**config.mk**
```make
export PLATFORM = sky130hd
export DESIGN_NAME = tcc_top
export DESIGN_NICKNAME = d
export VERILOG_FILES = /design/src/pkg/tcc_pkg.sv /design/src/tcc_unit.sv /design/src/tcc_top.sv
export SDC_FILE = /design/constraint.sdc
export NUM_CORES = 1
export LEC_CHECK = 0
export ABC_AREA = 1
export BUFFER_PORTS_ARGS = -buffer_cell sky130_fd_sc_hd__buf_2
export CORE_UTILIZATION = 50
export DETAILED_ROUTE_END_ITERATION = 7
export HOLD_SLACK_MARGIN = 0.06
export PLACE_DENSITY = 0.81
export SYNTH_ARGS = -nofsm -noshare
export SYNTH_HDL_FRONTEND = slang
export SYNTH_SLANG_ARGS = --single-unit
```
**constraint.sdc**
```tcl
create_clock -name sys_clk -period 4.2 [get_ports sys_clk]
set_input_delay 0 -clock sys_clk [delete_from_list [all_inputs] [get_ports sys_clk]]
set_output_delay 0 -clock sys_clk [all_outputs]
set_load 0.03 [all_outputs]
```
**src/pkg/tcc_pkg.sv**
```systemverilog
// Purpose: Shared constants and types for the timer capture/compare select block.
// Assumes: One 100 MHz clock; the register port uses 8-bit indices.
// Notes: Register indices and flag positions are fixed here once.
`default_nettype none
package tcc_pkg;
  localparam int CNT_W = 16;
  localparam int NUM_CH = 6;
  localparam int NUM_UNITS = 8;
  // Register indices on the plain register port.
  localparam logic [7:0] IDX_IO_CH5 = 8'h00;
  localparam logic [7:0] IDX_IO_HIGH_CH6 = 8'h01;
  localparam logic [7:0] IDX_IO_LOW_CH6 = 8'h02;
  localparam logic [7:0] IDX_IO_CH7 = 8'h03;
  localparam logic [7:0] IDX_IO_CH8 = 8'h04;
  localparam logic [7:0] IDX_IO_HIGH_CH9 = 8'h05;
  localparam logic [7:0] IDX_IO_LOW_CH9 = 8'h06;
  localparam logic [7:0] IDX_IO_CH10 = 8'h07;
  localparam logic [7:0] IDX_MODE = 8'h08;
  localparam logic [7:0] IDX_FLAGS = 8'h09;
  localparam logic [7:0] IDX_GR_BASE = 8'h10;
  localparam logic [7:0] IDX_GR_LAST = 8'h1F;
  // Mode register fields.
  localparam int MODE_BUF_CH6_BIT = 0;
  localparam int MODE_BUF_CH9_BIT = 1;
  localparam logic [7:0] IO_CTRL_RESET = 8'h00;
  localparam logic [7:0] MODE_RESET = 8'h00;
  localparam logic [CNT_W-1:0] GR_RESET = 16'hFFFF;
  localparam logic [2:0] PRESCALE_UNDIVIDED = 3'h0;
  localparam logic [7:0] READ_UNMAPPED = 8'h00;
  // Select field bit positions.
  localparam int SEL_CAPTURE_BIT = 3;
  localparam int SEL_ALT_BIT = 2;
  localparam int SEL_BOTH_BIT = 1;

  // Alt-source wiring and select field of one capture/compare unit.
  typedef struct packed {
    logic has_alt;
    logic [3:0] sel;
  } tcc_unit_cfg_s;

  typedef struct packed {
    logic capture;
    logic match;
  } tcc_event_s;
endpackage
`default_nettype wire

```
**src/tcc_unit.sv**
```systemverilog
// Purpose: One general register with its compare output or capture input logic.
// Assumes: Pin input is already synchronised; alternative source is a one-cycle pulse.
// Notes: Held inactive while disabled by buffer operation.
`default_nettype none
module tcc_unit #(
  parameter int CNT_W = 16
) (
  input wire logic sys_clk, // Clock.
  input wire logic rst_b, // Synchronous reset, active low.
  input wire logic clk_en, // Freezes all state while low.
  input wire tcc_pkg::tcc_unit_cfg_s cfg, // Select field and alt-source flag.
  input wire logic disabled, // Register is a buffer.
  input wire logic sel_written, // Select field was just written.
  input wire logic [CNT_W-1:0] count, // Running counter value.
  input wire logic pin_sync, // Synchronised pin level.
  input wire logic alt_pulse, // Alternative capture source event.
  input wire logic gr_wr, // Software write of the general register.
  input wire logic [CNT_W-1:0] gr_wdata, // Value to write.
  output logic [CNT_W-1:0] gr_value, // General register.
  output tcc_pkg::tcc_event_s evt, // Capture or match this cycle.
  output logic pin_out, // Compare output level.
  output logic pin_oe_b // Output enable, low while driving.
);
  logic pin_prev;
  logic is_cap;
  logic out_en;
  logic rise;
  logic fall;
  logic pin_event;
  logic use_alt;

  assign is_cap = cfg.sel[tcc_pkg::SEL_CAPTURE_BIT] && !disabled;
  assign out_en = !cfg.sel[tcc_pkg::SEL_CAPTURE_BIT] && (cfg.sel[1:0] != 2'h0) && !disabled;
  assign rise = pin_sync && !pin_prev;
  assign fall = !pin_sync && pin_prev;
  // Bit 2 picks the alternative source only where one is wired.
  assign use_alt = cfg.has_alt && cfg.sel[tcc_pkg::SEL_ALT_BIT];

  // Edge selection: bit 1 means both edges, else bit 0 picks falling.
  always_comb begin
    if (cfg.sel[tcc_pkg::SEL_BOTH_BIT]) begin
      pin_event = rise || fall;
    end else if (cfg.sel[0]) begin
      pin_event = fall;
    end else begin
      pin_event = rise;
    end
  end

  assign evt.capture = is_cap && (use_alt ? alt_pulse : pin_event);
  assign evt.match = !cfg.sel[tcc_pkg::SEL_CAPTURE_BIT] && !disabled && (count == gr_value);

  // Previous pin level for edge detection on the synchronised signal.
  always_ff @(posedge sys_clk) begin
    if (!rst_b) begin
      pin_prev <= 1'b0;
    end else if (clk_en) begin
      pin_prev <= pin_sync;
    end
  end

  // A capture overrides a software write in the same cycle.
  always_ff @(posedge sys_clk) begin
    if (!rst_b) begin
      gr_value <= tcc_pkg::GR_RESET;
    end else if (clk_en) begin
      if (evt.capture) begin
        gr_value <= count;
      end else if (gr_wr) begin
        gr_value <= gr_wdata;
      end
    end
  end

  // Output level: initial level on a select write, then match actions.
  always_ff @(posedge sys_clk) begin
    if (!rst_b) begin
      pin_out <= 1'b0;
    end else if (clk_en) begin
      if (sel_written) begin
        pin_out <= cfg.sel[tcc_pkg::SEL_ALT_BIT];
      end else if (out_en && evt.match) begin
        unique case (cfg.sel[1:0])
          2'h1: pin_out <= 1'b0;
          2'h2: pin_out <= 1'b1;
          2'h3: pin_out <= !pin_out;
          default: pin_out <= pin_out;
        endcase
      end
    end
  end

  assign pin_oe_b = !out_en;
endmodule
`default_nettype wire

```
**src/tcc_top.sv**
```systemverilog
// Purpose: I/O select, capture and compare for channels 5 to 10 of a 16-bit timer.
// Assumes: Counters and prescalers live outside; their values arrive as ports.
// Notes: Eight units: A of ch5..ch10, C of ch6 and ch9.
`default_nettype none
// Overview of operation
// - Compare mode with low bits 00 disables the pin output.
// - Compare mode, output on, bit 2 clear: initial pin level low.
// - Compare mode, output on, bit 2 set: initial pin level high.
// - Low bits 01 drive the pin low at compare match.
// - Low bits 10 drive the pin high at compare match.
// - Low bits 11 toggle the pin at compare match.
// - Capture from pin with low bits 00 triggers on rising edge.
// - Capture from pin with low bits 01 triggers on falling edge.
// - Capture from pin with bit 1 set triggers on both edges.
// - Channels 5 and 8 ignore bit 2 and capture from pin A.
// - Channel 6 A with 11XX captures on each channel 7 count.
// - Channel 9 A and C with 11XX capture on each channel 10 count.
// - Neighbour count capture never fires when its prescaler select is 000.
// - Channel 7 A with 11XX captures on channel 6 A match or capture.
// - Channel 10 A with 11XX captures on channel 9 A match or capture.
// - Buffer mode on channel 6 or 9 disables register C capture and compare.
// - Register C of channels 6 and 9 with 10XX captures from pin C.
// - Channels 6, 7, 9, 10 with 10XX capture from pin A.
// - Each capture copies the counter into the register and sets its flag.
// - In compare mode a counter match sets the register's flag.
module tcc_top #(
  parameter int CNT_W = 16
) (
  input wire logic sys_clk, // 100 MHz clock.
  input wire logic rst_b, // Synchronous reset, active low.
  input wire logic clk_en, // Freezes all state while low.
  input wire logic [7:0] reg_addr, // Register index.
  input wire logic [15:0] reg_wdata, // Write data.
  input wire logic reg_wr, // Write strobe.
  input wire logic reg_rd, // Read strobe.
  output logic [15:0] reg_rdata, // Read data, one cycle after the strobe.
  input wire logic [5*CNT_W-1:0] count_in, // Counters of ch5..ch9, order: 5,6,7,8,9 low first.
  input wire logic [CNT_W-1:0] count_ch10, // Counter of channel 10.
  input wire logic ch7_count_tick, // Channel 7 counted up or down.
  input wire logic ch10_count_tick, // Channel 10 counted up or down.
  input wire logic [2:0] ch7_prescale, // Channel 7 prescaler select.
  input wire logic [2:0] ch10_prescale, // Channel 10 prescaler select.
  input wire logic [7:0] pin_in, // Pin levels: A5,A6,C6,A7,A8,A9,C9,A10.
  output logic [7:0] pin_out, // Compare output levels, same order.
  output logic [7:0] pin_oe_b, // Output enables, low while driving.
  output logic [7:0] cc_flag // Capture/compare flags, same order.
);
  localparam int N = tcc_pkg::NUM_UNITS;
  logic [7:0] io_ctrl [0:N-1];
  logic [7:0] mode;
  logic [N-1:0] sync1;
  logic [N-1:0] sync2;
  logic [N-1:0] alt_pulse;
  logic [N-1:0] disabled;
  logic [N-1:0] sel_written;
  logic [N-1:0] unit_hit;
  logic [CNT_W-1:0] gr_value [0:N-1];
  logic [CNT_W-1:0] unit_count [0:N-1];
  tcc_pkg::tcc_event_s evt [0:N-1];
  logic ch7_tick_ok;
  logic ch10_tick_ok;
  logic [15:0] next_rdata;

  // Maps a register index to the unit whose select field it holds.
  function automatic logic [3:0] unit_of(input logic [7:0] idx);
    return (idx <= tcc_pkg::IDX_IO_CH10) ? {1'b0, idx[2:0]} : 4'h8;
  endfunction

  // Two flip-flops per pin; only the second stage is read by the units.
  always_ff @(posedge sys_clk) begin
    if (!rst_b) begin
      sync1 <= 8'h00;
      sync2 <= 8'h00;
    end else if (clk_en) begin
      sync1 <= pin_in;
      sync2 <= sync1;
    end
  end

  // Select registers; each write also marks its unit to load the initial level.
  always_ff @(posedge sys_clk) begin
    if (!rst_b) begin
      for (int i = 0; i < N; i++) begin
        io_ctrl[i] <= tcc_pkg::IO_CTRL_RESET;
      end
      sel_written <= 8'h00;
    end else if (clk_en) begin
      sel_written <= 8'h00;
      if (reg_wr && unit_of(reg_addr) < 4'h8) begin
        io_ctrl[reg_addr[2:0]] <= {4'h0, reg_wdata[3:0]};
        sel_written[reg_addr[2:0]] <= 1'b1;
      end
    end
  end

  // Buffer-operation bits for register C of channels 6 and 9.
  always_ff @(posedge sys_clk) begin
    if (!rst_b) begin
      mode <= tcc_pkg::MODE_RESET;
    end else if (clk_en && reg_wr && reg_addr == tcc_pkg::IDX_MODE) begin
      mode <= {6'h00, reg_wdata[1:0]};
    end
  end

  assign disabled = {1'b0, mode[tcc_pkg::MODE_BUF_CH9_BIT], 3'h0,
                     mode[tcc_pkg::MODE_BUF_CH6_BIT], 2'h0};

  // Undivided neighbour clocks give no capture at all.
  assign ch7_tick_ok = ch7_count_tick && (ch7_prescale != tcc_pkg::PRESCALE_UNDIVIDED);
  assign ch10_tick_ok = ch10_count_tick && (ch10_prescale != tcc_pkg::PRESCALE_UNDIVIDED);

  // Alternative sources per unit; ch5 and ch8 have none.
  assign alt_pulse[0] = 1'b0;
  assign alt_pulse[1] = ch7_tick_ok;
  assign alt_pulse[2] = ch7_tick_ok;
  assign alt_pulse[3] = evt[1].capture || evt[1].match;
  assign alt_pulse[4] = 1'b0;
  assign alt_pulse[5] = ch10_tick_ok;
  assign alt_pulse[6] = ch10_tick_ok;
  assign alt_pulse[7] = evt[5].capture || evt[5].match;

  // Counter routing: units of one channel share its counter.
  assign unit_count[0] = count_in[0*CNT_W +: CNT_W];
  assign unit_count[1] = count_in[1*CNT_W +: CNT_W];
  assign unit_count[2] = count_in[1*CNT_W +: CNT_W];
  assign unit_count[3] = count_in[2*CNT_W +: CNT_W];
  assign unit_count[4] = count_in[3*CNT_W +: CNT_W];
  assign unit_count[5] = count_in[4*CNT_W +: CNT_W];
  assign unit_count[6] = count_in[4*CNT_W +: CNT_W];
  assign unit_count[7] = count_ch10;

  genvar g;
  generate
    for (g = 0; g < N; g++) begin : g_unit
      tcc_unit #(.CNT_W(CNT_W)) u_unit (
        .sys_clk(sys_clk),
        .rst_b(rst_b),
        .clk_en(clk_en),
        .cfg(tcc_pkg::tcc_unit_cfg_s'{has_alt: (g != 0 && g != 4), sel: io_ctrl[g][3:0]}),
        .disabled(disabled[g]),
        .sel_written(sel_written[g]),
        .count(unit_count[g]),
        .pin_sync(sync2[g]),
        .alt_pulse(alt_pulse[g]),
        .gr_wr(clk_en && reg_wr && reg_addr == (tcc_pkg::IDX_GR_BASE + 8'(g))),
        .gr_wdata(reg_wdata[CNT_W-1:0]),
        .gr_value(gr_value[g]),
        .evt(evt[g]),
        .pin_out(pin_out[g]),
        .pin_oe_b(pin_oe_b[g])
      );
      assign unit_hit[g] = evt[g].capture || evt[g].match;
    end
  endgenerate

  // Flags set on capture or match; writing 0 clears, but a set in that cycle wins.
  always_ff @(posedge sys_clk) begin
    if (!rst_b) begin
      cc_flag <= 8'h00;
    end else if (clk_en) begin
      if (reg_wr && reg_addr == tcc_pkg::IDX_FLAGS) begin
        cc_flag <= (cc_flag & reg_wdata[7:0]) | unit_hit;
      end else begin
        cc_flag <= cc_flag | unit_hit;
      end
    end
  end

  // Read mux; unmapped indices return zero.
  always_comb begin
    next_rdata = 16'h0000;
    if (reg_addr <= tcc_pkg::IDX_IO_CH10) begin
      next_rdata = {8'h00, io_ctrl[reg_addr[2:0]]};
    end else if (reg_addr == tcc_pkg::IDX_MODE) begin
      next_rdata = {8'h00, mode};
    end else if (reg_addr == tcc_pkg::IDX_FLAGS) begin
      next_rdata = {8'h00, cc_flag};
    end else if (reg_addr >= tcc_pkg::IDX_GR_BASE && reg_addr <= tcc_pkg::IDX_GR_BASE + 8'h07) begin
      next_rdata = 16'(gr_value[reg_addr[2:0]]);
    end
  end

  // Read data stands only in the cycle after the strobe.
  always_ff @(posedge sys_clk) begin
    if (!rst_b) begin
      reg_rdata <= 16'h0000;
    end else if (clk_en) begin
      reg_rdata <= reg_rd ? next_rdata : 16'h0000;
    end
  end
endmodule
`default_nettype wire

```
==> key figures <==
Die
  – IO Pins: 181
  – Core area: 26100 µm²
  – Initial core utilization: 0.509
  – Die width: 165 µm
  – Die ar.: 27200 µm²
  – Die H: 165 µm
  – # rows: 59

Setup path
  – CP startpoint kind: register
  – Critical path start-end classification: reg2reg
  – Crit path max fanout: 35
  – Crit path arrival time: 3.96 ns
  – CP required: 4.68 ns
  – CP endpoint kind: register

Detailed routing
  – Vias: 14700
  – DR WL/cell: 18.5 µm
  – DRT Pass-1 Iters: 6
  – Post-route ant nets: 0
  – Final wirelength: 47.2 mm
  – # DRC: 0
  – Vias/cell: 5.76
  – Number of DRC markers in iteration 0: 1602

Cells and area
  – Commonest non-fill, non-tap cell in the layout: nand2_1
  – Layout cell share with drive strength beyond 1: 0.134
  – NumNets Final: 2360
  – Non-Filler Instances: 2556
  – Fill count: 2265
  – Antenna Cells: 0
  – Most frequent cells in the layout: nand2_1, dfxtp_1, dlygate4sd3_1
  – Post-route core utilization: 0.646
  – Area grow syn2layout: 26.8%

Timing
  – Worst slew margin: 0.234
  – Skew final: 0.0180 ns
  – Final Max Slew Viols: 0
  – Fin worst setup slack: 0.726 ns
  – Crit share post-route: 0.827
  – Final hold violations: 0
  – Setup Viol. Count Final: 0
  – Maximum clock rate: 288 MHz
  – Worst slew pin tran: 1.15 ns
  – RSZ-0062 raised after global routing: false
  – Post-route setup TNS: 0 ns
  – Post-layout minimum cycle time: 3.47 ns

Place
  – Final HPWL DP: 32.4 mm
  – Gp weighted congestion: 0.954
  – Dpl ws: 1.51 ns
  – Placed insts: 2321
  – Port Buffers: 180

Clocking
  – TritonCTS Buffers: 25
  – Post-CTS Hold Buffers: 190
  – Root Buffer: clkbuf_16
  – CTS clk-pin slew, worst paths: 0.06 ns
  – Post-CTS Setup Bufs: 0
  – Clk sinks: 226
  – H-tree depth: 1
  – CTS tree: built
  – Max Root-Sink Buffers: 3
  – Post-CTS sizing: 0
  – Clock latency on the worst-skew pair: 0.54 ns

Synthesis
  – Number of flops mapped to enable cells by yosys: 32
  – Library cells used by synthesis: 47
  – Synth Register Bits: 226
  – Post-Syn Nets: 2065
  – Avg Cell Area, Syn: 6.95 µm²
  – Post-synth ARST share: 0
  – Post-synthesis sequential area ratio: 0.365
  – Post-Syn Instances: 1908
  – Synthesis warning total: 0
  – Synth Flop Type: dfxtp_1
  – Synth Cell Area: 13300 µm²

Global route
  – GRT overflow: 0
  – Largest net degree at the start of global routing: 66
  – Vias in the first global route: 13900
  – Global Route Usage Sum: 0.346
  – Initial antenna violation count: 0
  – First-pass GRT wire length: 73.0 mm

Power and ir drop
  – PD cells: 339 nW/µm²
  – Power, Total: 5700 µW
  – Peak supply drop: 0.284 mV
  – Pleak: 0.00777 µW

Job
  – MaxCap Viol Count: 0

Worst hold path
  – Hold Crit Class: in2reg

Status
  – Status: complete, no violations
## registers in the layout, summed over array words and instances (netlist names), 8 cells and up
name	count
sync2	8
g_unit.u_unit.pin_out	8
g_unit.u_unit.pin_prev	8
sel_written	8
reg_rdata	16
g_unit.u_unit.gr_value	128
cc_flag	8
sync1	8
io_ctrl	32
## final timing paths
kind | start | end | slack [ns] | depth (start not counted)
min reg2reg | reg_rdata[0]$_SDFFE_PN0P_ | reg_rdata[0]$_SDFFE_PN0P_ | 0.46 | 2
max reg2reg | g_unit[5].u_unit.pin_prev$_SDFFE_PN0P_ | g_unit[5].u_unit.gr_value[11]$_SDFFE_PN1P_ | 0.73 | 12
max | g_unit[5].u_unit.pin_prev$_SDFFE_PN0P_ | g_unit[5].u_unit.gr_value[11]$_SDFFE_PN1P_ | 0.73 | 12
min | reg_addr[5] | reg_rdata[1]$_SDFFE_PN0P_ | 0.08 | 6
## layer usage
layer,share of wire,vias up,track usage
met5,0,-,0
met4,0.049,0,0.170
met3,0.096,162,0.0492
met2,0.45,826,0.563
met1,0.40,6738,0.448
li1,-,7002,-
## logic make-up (layout without fill, tap and decap cells)
| logic type | Yosys count | after routing | share of synthesized area |
|---|---|---|---|
| AND/OR/NAND/NOR | 903 | 903 | 0.290 |
| AO/OA/AOI/OAI | 404 | 404 | 0.188 |
| buffers and inverters | 278 | 591 | 0.0881 |
| flip-flops | 226 | 226 | 0.365 |
| XOR/XNOR | 78 | 78 | 0.0515 |
| adder cells (fa/ha/maj) | 16 | 16 | 0.0151 |
| multiplexers | 3 | 3 | 0.00255 |
## Yosys cell counts (32+ instances only)
master	n	area [µm²]
inv_1	138	518
xor2_1	32	280
o211ai_1	111	833
nor2_1	117	439
o21ai_0	123	616
xnor2_1	46	403
dfxtp_1	194	3880
nand2_1	545	2050
a21oi_1	57	285
edfxtp_1	32	961
nand3_1	174	871
o22ai_1	69	432
clkbuf_1	57	214
## area by class of cell
cell class                 instances  area, µm²  area share
clock inverter                     8       66.3     0.00394
timing repair buffer             380       2880       0.171
tap                              335        419      0.0249
inverter                         166        624      0.0371
sequential                       226       4840       0.288
multi-input combinational       1404       7260       0.431
clock buffer                      37        731      0.0434
## where the power goes
group / switching, µW / internal (µW)
combinational: 660 / 445
clock: 919 / 1260
sequential: 111 / 2310
## per-stage QoR
stage,cell area [µm²],hold slack [ns]
2_1_floorplan,13300,0.135
4_1_cts,16800,0.0759
5_1_grt,16800,0.122
3_5_place_dp,14100,0.230
6_report,16800,0.0842
3_3_place_gp,14100,0.224
## worst max-delay path, stage by stage, from the launching register on
cell           delay [ns]
dfxtp_1              0.35
inv_1                0.05
ha_1                 0.28
nand2_1              0.06
o21ai_1              0.06
o21ai_1              0.14
nand2_2              0.41
a21oi_2              0.44
buf_4                0.29
o211ai_1             0.11
dlygate4sd3_1        0.59
nand3_1              0.07
dlygate4sd3_1        0.57
No activity file was read; power rests on OpenSTA's default activity.
